$ cat config.mk
export PLATFORM = sky130hd
export DESIGN_NAME = wct_core
export DESIGN_NICKNAME = d
export VERILOG_FILES = /design/src/verilog/wct_pkg.sv /design/src/verilog/wct_sticky.sv /design/src/verilog/wct_core.sv
export SDC_FILE = /design/constraint.sdc
export NUM_CORES = 1
export LEC_CHECK = 0
export ABC_AREA = 1
export BUFFER_PORTS_ARGS = -buffer_cell sky130_fd_sc_hd__buf_4
export CAP_MARGIN = 20
export CORE_AREA = 10 10 381 383
export DETAILED_ROUTE_END_ITERATION = 10
export DIE_AREA = 0 0 391 393
export GPL_TIMING_DRIVEN = 0
export PLACE_DENSITY = 0.35
export SLEW_MARGIN = 0
export SYNTH_ARGS = -nofsm -noshare
export SYNTH_HDL_FRONTEND = slang
export SYNTH_SLANG_ARGS = --single-unit
$ cat constraint.sdc
create_clock -name mclk_i -period 1.8 [get_ports mclk_i]
set_clock_uncertainty 0.05 [all_clocks]
set_input_delay 0.27 -clock mclk_i [delete_from_list [all_inputs] [get_ports mclk_i]]
set_output_delay 0.27 -clock mclk_i [all_outputs]
set_load 0.1 [all_outputs]
$ cat src/verilog/wct_pkg.sv
// Constants, field layouts and encodings for the wave condition and trap logic.
// Assumes one core clock and a sequencer that presents one instruction event per cycle.
// Summary of operation
// - Vector compare writes mask bit as execute bit AND test pass.
// - Compare may also copy its new mask into the execute mask.
// - Summary flag is one when mask is zero, refreshed on every update.
// - Selected integer add and subtract write per-thread carry-out into the mask.
// - 32-bit encoding targets the mask; 64-bit encoding targets a named scalar pair.
// - Mask updates always replace the whole mask.
// - Scalar write by alias name inserts one wait before a summary-flag branch.
// - Trap base, memory and scratch writes take effect only when privileged.
// - Trap entry loads scratch pair with zeros, rewind, host flag, code, counter.
// - Host flag set only for host traps; code zero for exceptions.
// - Faulting address equals captured counter minus four times rewind count.
// - Without trap handler no trap is taken; trap instruction becomes no-op.
// - Nine exception enables, bit order invalid through memory violation.
// - Exception status bits are sticky, accumulate regardless of enables, unprivileged.
// - Status bit ten forces a context-save trap within two further instructions.
// - Bits 21:16 record phase, slot pass and hybrid pass of first enabled exception, invalid through integer divide only.
// - Listed local, memory, flat, read-only, global and semaphore errors raise violation.
// - Fetch and scalar data never violate; buffer-to-local clears affected execute bits.
// - Violation response sets sticky memory-violation status bit.
// - Enabled memory violation makes the wave branch to its handler.
// - Memory-violation traps save the next instruction's counter.
// - Exception traps need both their enable bit and the trap-present bit.
package wct_pkg;
  localparam int WCT_LANES = 64;
  localparam int WCT_PC_W = 48;
  localparam int WCT_EXC_N = 9;
  localparam int WCT_CYC_W = 6;
  localparam int WCT_MV_N = 8;
  // Exception bit positions.
  localparam int WCT_EX_INVALID = 0;
  localparam int WCT_EX_DENORM = 1;
  localparam int WCT_EX_DIV0 = 2;
  localparam int WCT_EX_OVFL = 3;
  localparam int WCT_EX_UNFL = 4;
  localparam int WCT_EX_INEXACT = 5;
  localparam int WCT_EX_INTDIV = 6;
  localparam int WCT_EX_WATCH = 7;
  localparam int WCT_EX_MEMVIOL = 8;
  // Status register layout.
  localparam int WCT_ST_EXC_LO = 0;
  localparam int WCT_ST_SAVE = 10;
  localparam int WCT_ST_CYC_LO = 16;
  localparam int WCT_ST_CYC_HI = 21;
  localparam logic [31:0] WCT_ST_RESET = 32'h0000_0000;
  localparam logic [31:0] WCT_ST_WMASK = 32'h003F_05FF;
  // Trap information layout.
  localparam logic [2:0] WCT_TI_PAD = 3'h0;
  localparam logic [7:0] WCT_CODE_EXC = 8'h00;
  localparam int WCT_REWIND_W = 4;
  localparam logic [WCT_REWIND_W-1:0] WCT_REWIND_ZERO = 4'h0;
  localparam int WCT_INSTR_BYTES = 4;
  localparam int WCT_SAVE_SLACK = 2;
  localparam logic [1:0] WCT_SAVE_SLACK_W = 2'h2;
  // Trap causes.
  typedef enum logic [3:0] {
    WCT_TRAP_NONE = 4'b0001,
    WCT_TRAP_USER = 4'b0010,
    WCT_TRAP_HOST = 4'b0100,
    WCT_TRAP_EXC = 4'b1000
  } wct_cause_t;
  // Mask update sources.
  typedef enum logic [2:0] {
    WCT_SRC_CMP = 3'b001,
    WCT_SRC_CARRY = 3'b010,
    WCT_SRC_SCALAR = 3'b100
  } wct_src_t;
endpackage : wct_pkg

$ cat src/verilog/wct_sticky.sv
// One sticky flag whose hardware set wins over a software clear.
// Assumes set and clear come from logic on the same clock.
`timescale 1ns/1ps
module wct_sticky (
  input wire logic mclk_i,
  input wire logic rst_n_i,
  input wire logic set_i,
  input wire logic clr_i,
  input wire logic wr_i,
  input wire logic wval_i,
  output logic q_o
);
  wire next_q = set_i | (wr_i ? wval_i : (q_o & ~clr_i));
  // Set has priority so an event in the clearing cycle survives.
  always_ff @(posedge mclk_i or negedge rst_n_i) begin
    if (!rst_n_i) begin
      q_o <= 1'b0;
    end else begin
      q_o <= next_q;
    end
  end
endmodule : wct_sticky

$ cat src/verilog/wct_core.sv
// Condition mask, summary flag, trap status and trap entry capture for one wave.
// Assumes the sequencer drives one-cycle event strobes and honours trap_take_o.
`timescale 1ns/1ps
module wct_core (
  input wire logic mclk_i,
  input wire logic rst_n_i,
  input wire logic trap_present_i,
  input wire logic priv_i,
  input wire logic [wct_pkg::WCT_EXC_N-1:0] exc_enable_i,
  input wire logic cmp_valid_i,
  input wire logic cmp_wide_i,
  input wire logic cmp_to_exec_i,
  input wire logic [wct_pkg::WCT_LANES-1:0] cmp_pass_i,
  input wire logic carry_valid_i,
  input wire logic [wct_pkg::WCT_LANES-1:0] carry_out_i,
  input wire logic scalar_wr_i,
  input wire logic scalar_alias_i,
  input wire logic [wct_pkg::WCT_LANES-1:0] scalar_data_i,
  input wire logic exec_wr_i,
  input wire logic [wct_pkg::WCT_LANES-1:0] exec_data_i,
  input wire logic branch_summary_i,
  input wire logic instr_issue_i,
  input wire logic [wct_pkg::WCT_PC_W-1:0] next_pc_i,
  input wire logic [wct_pkg::WCT_REWIND_W-1:0] rewind_i,
  input wire logic [wct_pkg::WCT_EXC_N-2:0] exc_event_i,
  input wire logic [wct_pkg::WCT_CYC_W-1:0] exc_cycle_i,
  input wire logic [wct_pkg::WCT_MV_N-1:0] mem_viol_i,
  input wire logic fetch_or_scalar_i,
  input wire logic buf_lds_oor_i,
  input wire logic [wct_pkg::WCT_LANES-1:0] buf_lds_lanes_i,
  input wire logic user_trap_i,
  input wire logic [7:0] user_code_i,
  input wire logic host_trap_i,
  input wire logic [7:0] host_code_i,
  input wire logic host_save_i,
  input wire logic sts_wr_i,
  input wire logic [31:0] sts_wdata_i,
  input wire logic tpriv_wr_i,
  input wire logic [1:0] tpriv_sel_i,
  input wire logic [63:0] tpriv_wdata_i,
  output logic [wct_pkg::WCT_LANES-1:0] cond_mask_o,
  output logic [wct_pkg::WCT_LANES-1:0] exec_mask_o,
  output logic cond_zero_o,
  output logic cmp_sgpr_wr_o,
  output logic [wct_pkg::WCT_LANES-1:0] cmp_sgpr_data_o,
  output logic branch_stall_o,
  output logic [31:0] trap_status_o,
  output logic [63:0] trap_info_o,
  output logic [63:0] trap_base_o,
  output logic [63:0] trap_mem_o,
  output logic trap_take_o,
  output logic [wct_pkg::WCT_PC_W-1:0] fault_pc_o
);
  import wct_pkg::*;

  // Compare result and mask update selection.
  wire [WCT_LANES-1:0] cmp_res = exec_mask_o & cmp_pass_i;
  wire cmp_to_mask = cmp_valid_i & ~cmp_wide_i;
  wire mask_upd = cmp_to_mask | carry_valid_i | scalar_wr_i;
  // Whole-word replacement only; no bit-enable path exists into the mask.
  wire [WCT_LANES-1:0] next_cond_mask = cmp_to_mask ? cmp_res :
    carry_valid_i ? carry_out_i : scalar_data_i;

  always_ff @(posedge mclk_i or negedge rst_n_i) begin
    if (!rst_n_i) begin
      cond_mask_o <= '0;
      cond_zero_o <= 1'b1;
    end else if (mask_upd) begin
      cond_mask_o <= next_cond_mask;
      cond_zero_o <= (next_cond_mask == '0);
    end
  end

  // Wide compares go to the scalar pair named by the instruction.
  always_ff @(posedge mclk_i or negedge rst_n_i) begin
    if (!rst_n_i) begin
      cmp_sgpr_wr_o <= 1'b0;
      cmp_sgpr_data_o <= '0;
    end else begin
      cmp_sgpr_wr_o <= cmp_valid_i & cmp_wide_i;
      cmp_sgpr_data_o <= cmp_res;
    end
  end

  // Execute mask: compare copy and buffer-to-local lane masking.
  wire [WCT_LANES-1:0] exec_base = exec_wr_i ? exec_data_i : exec_mask_o;
  wire [WCT_LANES-1:0] exec_cmp = (cmp_valid_i & cmp_to_exec_i) ? cmp_res : exec_base;
  wire [WCT_LANES-1:0] next_exec = buf_lds_oor_i ? (exec_cmp & ~buf_lds_lanes_i) : exec_cmp;

  always_ff @(posedge mclk_i or negedge rst_n_i) begin
    if (!rst_n_i) begin
      exec_mask_o <= '1;
    end else begin
      exec_mask_o <= next_exec;
    end
  end

  // Alias-name writes are tracked; a raw register-number write is invisible here.
  logic alias_pend;
  wire alias_set = scalar_wr_i & scalar_alias_i;
  always_ff @(posedge mclk_i or negedge rst_n_i) begin
    if (!rst_n_i) begin
      alias_pend <= 1'b0;
      branch_stall_o <= 1'b0;
    end else begin
      alias_pend <= alias_set;
      branch_stall_o <= alias_set;
    end
  end

  // Privileged trap scratch, base and memory registers.
  wire tpriv_ok = tpriv_wr_i & priv_i;
  always_ff @(posedge mclk_i or negedge rst_n_i) begin
    if (!rst_n_i) begin
      trap_base_o <= '0;
      trap_mem_o <= '0;
    end else if (tpriv_ok) begin
      if (tpriv_sel_i == 2'h0) begin
        trap_base_o <= tpriv_wdata_i;
      end
      if (tpriv_sel_i == 2'h1) begin
        trap_mem_o <= tpriv_wdata_i;
      end
    end
  end

  // Exception status flags, one sticky cell per bit.
  wire [WCT_MV_N-1:0] mv_ok = fetch_or_scalar_i ? '0 : mem_viol_i;
  wire mv_any = |mv_ok;
  wire [WCT_EXC_N-1:0] exc_set = {mv_any, exc_event_i};
  wire [WCT_EXC_N-1:0] exc_flags;
  genvar gi;
  generate
    for (gi = 0; gi < WCT_EXC_N; gi++) begin : g_exc
      wct_sticky u_flag (
        .mclk_i(mclk_i),
        .rst_n_i(rst_n_i),
        .set_i(exc_set[gi]),
        .clr_i(1'b0),
        .wr_i(sts_wr_i),
        .wval_i(sts_wdata_i[WCT_ST_EXC_LO + gi]),
        .q_o(exc_flags[gi])
      );
    end
  endgenerate

  // Trap decision; exceptions need both enable and a present handler.
  wire [WCT_EXC_N-1:0] exc_hit = exc_set & exc_enable_i;
  wire exc_trap = trap_present_i & (|exc_hit);
  wire user_trap = trap_present_i & user_trap_i;
  wire host_trap = trap_present_i & host_trap_i;

  // Context-save request and its deadline counter.
  logic save_req;
  logic [1:0] save_cnt;
  logic save_busy;
  wire save_set = host_save_i | (sts_wr_i & sts_wdata_i[WCT_ST_SAVE]);
  wire next_save = save_set | (sts_wr_i ? sts_wdata_i[WCT_ST_SAVE] : save_req);
  wire save_due = trap_present_i & save_req & ~save_busy &
    ((save_cnt == WCT_SAVE_SLACK_W) | instr_issue_i);
  always_ff @(posedge mclk_i or negedge rst_n_i) begin
    if (!rst_n_i) begin
      save_req <= 1'b0;
      save_cnt <= 2'h0;
      save_busy <= 1'b0;
    end else begin
      save_req <= next_save;
      if (!save_req) begin
        save_cnt <= 2'h0;
        save_busy <= 1'b0;
      end else if (save_due) begin
        save_busy <= 1'b1;
      end else if (instr_issue_i && save_cnt != WCT_SAVE_SLACK_W) begin
        save_cnt <= save_cnt + 2'h1;
      end
    end
  end

  wire host_any = host_trap | save_due;
  wct_cause_t cause;
  assign cause = exc_trap ? WCT_TRAP_EXC : host_any ? WCT_TRAP_HOST :
    user_trap ? WCT_TRAP_USER : WCT_TRAP_NONE;
  wire take = (cause != WCT_TRAP_NONE);

  // Captured fields; a memory violation with no other enabled exception carries no rewind so the next counter stays.
  logic [7:0] cap_code;
  logic cap_host;
  always_comb begin
    cap_code = WCT_CODE_EXC;
    cap_host = 1'b0;
    unique case (cause)
      WCT_TRAP_EXC: begin
        cap_code = WCT_CODE_EXC;
      end
      WCT_TRAP_HOST: begin
        cap_host = 1'b1;
        cap_code = host_trap ? host_code_i : WCT_CODE_EXC;
      end
      WCT_TRAP_USER: begin
        cap_code = user_code_i;
      end
      WCT_TRAP_NONE: begin
        cap_code = WCT_CODE_EXC;
      end
    endcase
  end
  wire only_mv = exc_hit[WCT_EX_MEMVIOL] & ~(|exc_hit[WCT_EX_WATCH:0]);
  wire [WCT_REWIND_W-1:0] cap_rewind = (cause == WCT_TRAP_EXC && only_mv) ?
    WCT_REWIND_ZERO : rewind_i;
  wire [63:0] next_info = {WCT_TI_PAD, cap_rewind, cap_host, cap_code, next_pc_i};
  wire [WCT_PC_W-1:0] rew_bytes = WCT_PC_W'(cap_rewind) * WCT_PC_W'(WCT_INSTR_BYTES);

  always_ff @(posedge mclk_i or negedge rst_n_i) begin
    if (!rst_n_i) begin
      trap_info_o <= '0;
      fault_pc_o <= '0;
      trap_take_o <= 1'b0;
    end else begin
      trap_take_o <= take;
      if (take) begin
        trap_info_o <= next_info;
        fault_pc_o <= next_pc_i - rew_bytes;
      end else if (tpriv_ok && tpriv_sel_i == 2'h2) begin
        trap_info_o <= tpriv_wdata_i;
      end
    end
  end

  // First enabled exception cycle (invalid through integer divide), held until software rewrites the status.
  logic [WCT_CYC_W-1:0] exc_cyc;
  logic cyc_held;
  always_ff @(posedge mclk_i or negedge rst_n_i) begin
    if (!rst_n_i) begin
      exc_cyc <= '0;
      cyc_held <= 1'b0;
    end else if (|exc_hit[WCT_EX_INTDIV:0] && !cyc_held) begin
      exc_cyc <= exc_cycle_i;
      cyc_held <= 1'b1;
    end else if (sts_wr_i) begin
      exc_cyc <= sts_wdata_i[WCT_ST_CYC_HI:WCT_ST_CYC_LO];
      cyc_held <= 1'b0;
    end
  end

  // Status word assembly, registered so the output comes from a flip-flop.
  logic [31:0] sts_word;
  always_comb begin
    sts_word = WCT_ST_RESET;
    sts_word[WCT_ST_EXC_LO +: WCT_EXC_N] = exc_flags;
    sts_word[WCT_ST_SAVE] = save_req;
    sts_word[WCT_ST_CYC_HI:WCT_ST_CYC_LO] = exc_cyc;
  end
  always_ff @(posedge mclk_i or negedge rst_n_i) begin
    if (!rst_n_i) begin
      trap_status_o <= WCT_ST_RESET;
    end else begin
      trap_status_o <= sts_word;
    end
  end

  // Guards on the behaviour above.
  a_mask_cmp_write: assert property (@(posedge mclk_i) disable iff (!rst_n_i)
    cmp_to_mask |=> cond_mask_o == $past(cmp_res)) else $error("mask not compare result");
  a_exec_copy: assert property (@(posedge mclk_i) disable iff (!rst_n_i)
    (cmp_valid_i && cmp_to_exec_i && !buf_lds_oor_i) |=> exec_mask_o == $past(cmp_res))
    else $error("exec not copied");
  a_zero_flag: assert property (@(posedge mclk_i) disable iff (!rst_n_i)
    cond_zero_o == (cond_mask_o == '0)) else $error("summary flag wrong");
  a_carry_write: assert property (@(posedge mclk_i) disable iff (!rst_n_i)
    (carry_valid_i && !cmp_to_mask) |=> cond_mask_o == $past(carry_out_i))
    else $error("carry not in mask");
  a_wide_dest: assert property (@(posedge mclk_i) disable iff (!rst_n_i)
    (cmp_valid_i && cmp_wide_i && !carry_valid_i && !scalar_wr_i) |=> $stable(cond_mask_o))
    else $error("wide compare hit mask");
  // A single alias write gives exactly one wait state; a second write may extend it.
  a_alias_wait: assert property (@(posedge mclk_i) disable iff (!rst_n_i)
    alias_set |=> branch_stall_o ##1 (!branch_stall_o || alias_pend))
    else $error("alias wait missing");
  a_priv_block: assert property (@(posedge mclk_i) disable iff (!rst_n_i)
    (tpriv_wr_i && !priv_i) |=> $stable(trap_base_o) && $stable(trap_mem_o))
    else $error("unprivileged write taken");
  a_info_fields: assert property (@(posedge mclk_i) disable iff (!rst_n_i)
    take |=> trap_info_o[63:61] == WCT_TI_PAD && trap_info_o[47:0] == $past(next_pc_i))
    else $error("trap info layout");
  a_host_flag: assert property (@(posedge mclk_i) disable iff (!rst_n_i)
    (host_trap_i && trap_present_i && !exc_trap) |=> trap_info_o[56])
    else $error("host flag not set");
  a_exc_code: assert property (@(posedge mclk_i) disable iff (!rst_n_i)
    exc_trap |=> trap_info_o[55:48] == WCT_CODE_EXC && !trap_info_o[56])
    else $error("exception code not zero");
  a_fault_pc: assert property (@(posedge mclk_i) disable iff (!rst_n_i)
    take |=> fault_pc_o == trap_info_o[47:0] - {trap_info_o[60:57], 2'b00})
    else $error("fault address wrong");
  a_no_handler: assert property (@(posedge mclk_i) disable iff (!rst_n_i)
    !trap_present_i |=> !trap_take_o) else $error("trap without handler");
  a_sticky_hold: assert property (@(posedge mclk_i) disable iff (!rst_n_i)
    (exc_flags[WCT_EX_MEMVIOL] && !sts_wr_i) |=> exc_flags[WCT_EX_MEMVIOL])
    else $error("violation flag dropped");
  // The event must land even when software rewrites the status in the same cycle.
  a_mv_set: assert property (@(posedge mclk_i) disable iff (!rst_n_i)
    ((|mem_viol_i) && !fetch_or_scalar_i) |=> exc_flags[WCT_EX_MEMVIOL])
    else $error("violation not recorded");
  a_mv_rewind: assert property (@(posedge mclk_i) disable iff (!rst_n_i)
    (exc_trap && only_mv) |=> trap_info_o[60:57] == WCT_REWIND_ZERO)
    else $error("violation trap rewound");
  a_save_bound: assert property (@(posedge mclk_i) disable iff (!rst_n_i)
    (save_req && trap_present_i && !save_busy && instr_issue_i) |-> take)
    else $error("save trap late");
endmodule : wct_core

==> results.ini <==
[final_layout]
final_core_util_pct = 30.83
layout-drive-gt1-share_pct = 38.19
syn_to_final_growth_pct = 91.25
nNetsFinal = 4826
final_cell_mix = buf_4, nand2_1, dlygate4sd3_1, dfrtp_1, nor2_1
layout_commonest_cell = buf_4
postLayoutCellArea_mm2 = 0.04228

[timing]
rsz0062_at_grt = true
tightestPinTransition_ns = 1.156
slew_violations = 0
slew_headroom_pct = 22.94
hold_viol = 69
fin_crit_sh_pct = 115.5
finalWorstPathRequiredPeriod_ns = 2.078
fin_ws_ns = -0.2782
hold_slack_ns = -0.05334
fmax_ghz = 0.4812
setup_viol = 113

[critical_path]
required_ns = 2.27
path_buf_inv = 4
startpoint_type = primary input
arrival_ns = 2.55
r2r_cells = 12
worstSetupPathType = primary input to flop
cp_common_cell = nand2_4
crit_fanout = 5
rr_startpoint = save_cnt[0]
crit_chain = buf_4 > nor2_2 > nand4_1 > nand3_4 > nor2_4 > nand2_4 > nand2_4 > inv_2 > ha_4 > inv_2 > fa_2 > nand2_2 > nand2_2 > o21ai_4 > buf_12 > nand2_4 > nor2_4 > nand3_2 > xor2_2 > nand2_1 > nand2_1
critPathMaxStageDelay_ns = 0.34
cp_slowest_cell = fa_2
path_delay_family = simple AND/OR/NAND/NOR gates
cp-startpoint = mem_viol_i[2]
r2r_setup_slack_ns = -0.26
rr_endpoint = fault_pc_o[28]
worstSetupEndpointType = flop

[power_and_ir_drop]
power_mw = 48.40
p_leak_nw = 21.05
power.density_mw_per_mm2 = 1145
vdd_drop_max_v = 0.0005376

[clock_tree]
cts.path.max_buffers = 3
cts-root-buf = clkbuf_16
cts_tree = done
htreeDepth = 3
cts.sinks = 472
clk_latency_ns = 0.66
clkTransAtPathRegs_ns = 0.05
cts_buffers = 68

[synthesis]
synth_edf_count = 0
async_reset_ff_share_pct = 100.0
synth-seq-cells = 472
yosys.cell_types.count = 39
netlist_area_mm2 = 0.02211
netlist_instances = 2712
yosysWarnings = 0
yosysSeqAreaShare_pct = 53.79
synth_flop_cell = dfrtp_1
synth_area_per_cell_um2 = 8.152

[placement]
dp_hpwl_mm = 127.3
place_congestion = 0.8508
io_buffers = 968
dpl_cell_area_mm2 = 0.03204
dp_slack_ns = -1.450

[route]
met3_length_mm = 12.04
drc = 0
met1Wirelength_mm = 61.32
wirelength_mm = 160.5
drt-initial-drc-count = 1366
wl_met2_mm = 81.97
drtAntennaViolNets = 0
routed-via-count = 25360
routed.top_layer = met5
routedWlPerCell_um = 26.12
dr.pass1.iters = 6
vias_per_cell = 4.127

[grt]
grt_antenna_before_repair = 21
grt_pass1_vias = 27350
grt_pass1_wl_mm = 218.4
grt_start_max_net_pins = 99
grt_usage_pct = 19.89
overflow = 0

[floorplan]
ios = 1005
die_h_um = 393
dieArea_mm2 = 0.1537
core_mm2 = 0.1372
die_x_um = 391
start_util_pct = 16.12
rows = 136

[flow_run]
drv_cap = 0

[run_status]
status = finished, violations left
violations = hold timing, setup timing

[hold_path]
hp-class = primary input to async pin

worst min-delay path, cell delays in order:
cell	delay (ns)
buf_8	0.09
buf_16	0.10
buf_16	0.10
buf_16	0.13
buf_16	0.29
routing by layer:
layer / up-vias / global-route usage [%]
met5: - / 0
met4: 4 / 6.292
met3: 169 / 5.771
met2: 948 / 36.31
met1: 12390 / 22.04
li1: 11850 / -
what timing repair did:
item	in CTS	in global routing
hold buffers	439	2
cloned	4	18
pin swaps	28	76
gates resized for setup	383	309
hold endpoints to repair	588	64
endpoints found under the setup margin	221	143
setup buffers	41	14
logic make-up after synthesis:
family                   after synthesis  share of synthesized area [%]
XOR/XNOR                              37                          1.466
multiplexers                          64                          3.260
AO/OA/AOI/OAI                        393                          9.304
other                                  1                        0.01696
AND/OR/NAND/NOR                     1346                          24.50
buffers and inverters                393                          7.283
flip-flops                           472                          53.79
adder cells (fa/ha/maj)                6                         0.3735
state kept, by name (all words and copies together), names as in the netlist, 2 cells and up:
name / count
fault_pc_o: 48
exc_cyc: 6
trap_info_o: 64
exec_mask_o: 64
trap_status_o: 16
g_exc.u_flag.q_o: 9
trap_base_o: 64
cond_mask_o: 64
save_cnt: 2
trap_mem_o: 64
cmp_sgpr_data_o: 64
report_power, final:
part	switching [mW]	internal, mW
logic	15.6	5.44
clock network	5.75	8.39
registers	1.04	12.2
total	22.4	26.0
Yosys cell counts (2+ instances only):
library cell | n | area (µm²)
o21ai_0 | 170 | 850.8
o21ai_1 | 23 | 115.1
dfrtp_1 | 407 | 10180
ha_1 | 5 | 62.56
nand2_1 | 909 | 3412
a21oi_1 | 144 | 720.7
and2_1 | 2 | 12.51
nand4_1 | 69 | 431.7
xnor2_1 | 15 | 131.4
nand3_1 | 109 | 545.5
inv_2 | 5 | 18.77
inv_1 | 231 | 867.1
buf_1 | 6 | 22.52
a31oi_1 | 45 | 281.5
clkbuf_1 | 95 | 356.6
buf_4 | 24 | 180.2
buf_2 | 29 | 145.1
dfstp_2 | 65 | 1708
mux2_2 | 64 | 720.7
xor2_1 | 22 | 192.7
nand3b_1 | 4 | 30.03
nor3b_1 | 2 | 15.01
o211ai_1 | 6 | 45.04
nor2_1 | 245 | 919.6
nor2_4 | 2 | 22.52
worst max-delay path by stage:
| stage | endpoint | slack [ns] | cells past startpoint |
|---|---|---|---|
| floorplan | fault_pc_o[42] | -0.62 | 19 |
| global placement | trap_mem_o[8] | -5.89 | 1 |
| detailed placement | cond_zero_o | -1.45 | 13 |
| CTS | trap_info_o[56] | -0.23 | 14 |
| global route | fault_pc_o[42] | -0.36 | 21 |
| finish | fault_pc_o[42] | -0.28 | 21 |
layout make-up:
class / count / area [µm²]
clock buffer: 100 / 1972
buffer: 154 / 1049
clock inverter: 23 / 332.8
timing repair buffer: 1488 / 13740
fill: 14790 / 94870
multi-input combinational: 1862 / 10100
antenna: 14 / 35.03
inverter: 237 / 919.6
sequential: 472 / 11890
tap: 1794 / 2245
through the flow:
| stage | TNS, ns | hold WS [ns] | cells |
|---|---|---|---|
| 6_report | -20.82 | -0.05334 | 6144 |
| 5_1_grt | -27.63 | -0.05229 | 6140 |
| 4_1_cts | -20.30 | -0.07618 | 6103 |
| 3_5_place_dp | -309.42 | 0.1387 | 5496 |
| 3_3_place_gp | -2804.68 | 0.3058 | 5489 |
| 2_1_floorplan | -14.56 | -0.07559 | 2727 |
Power figures use the tool's default switching activity.
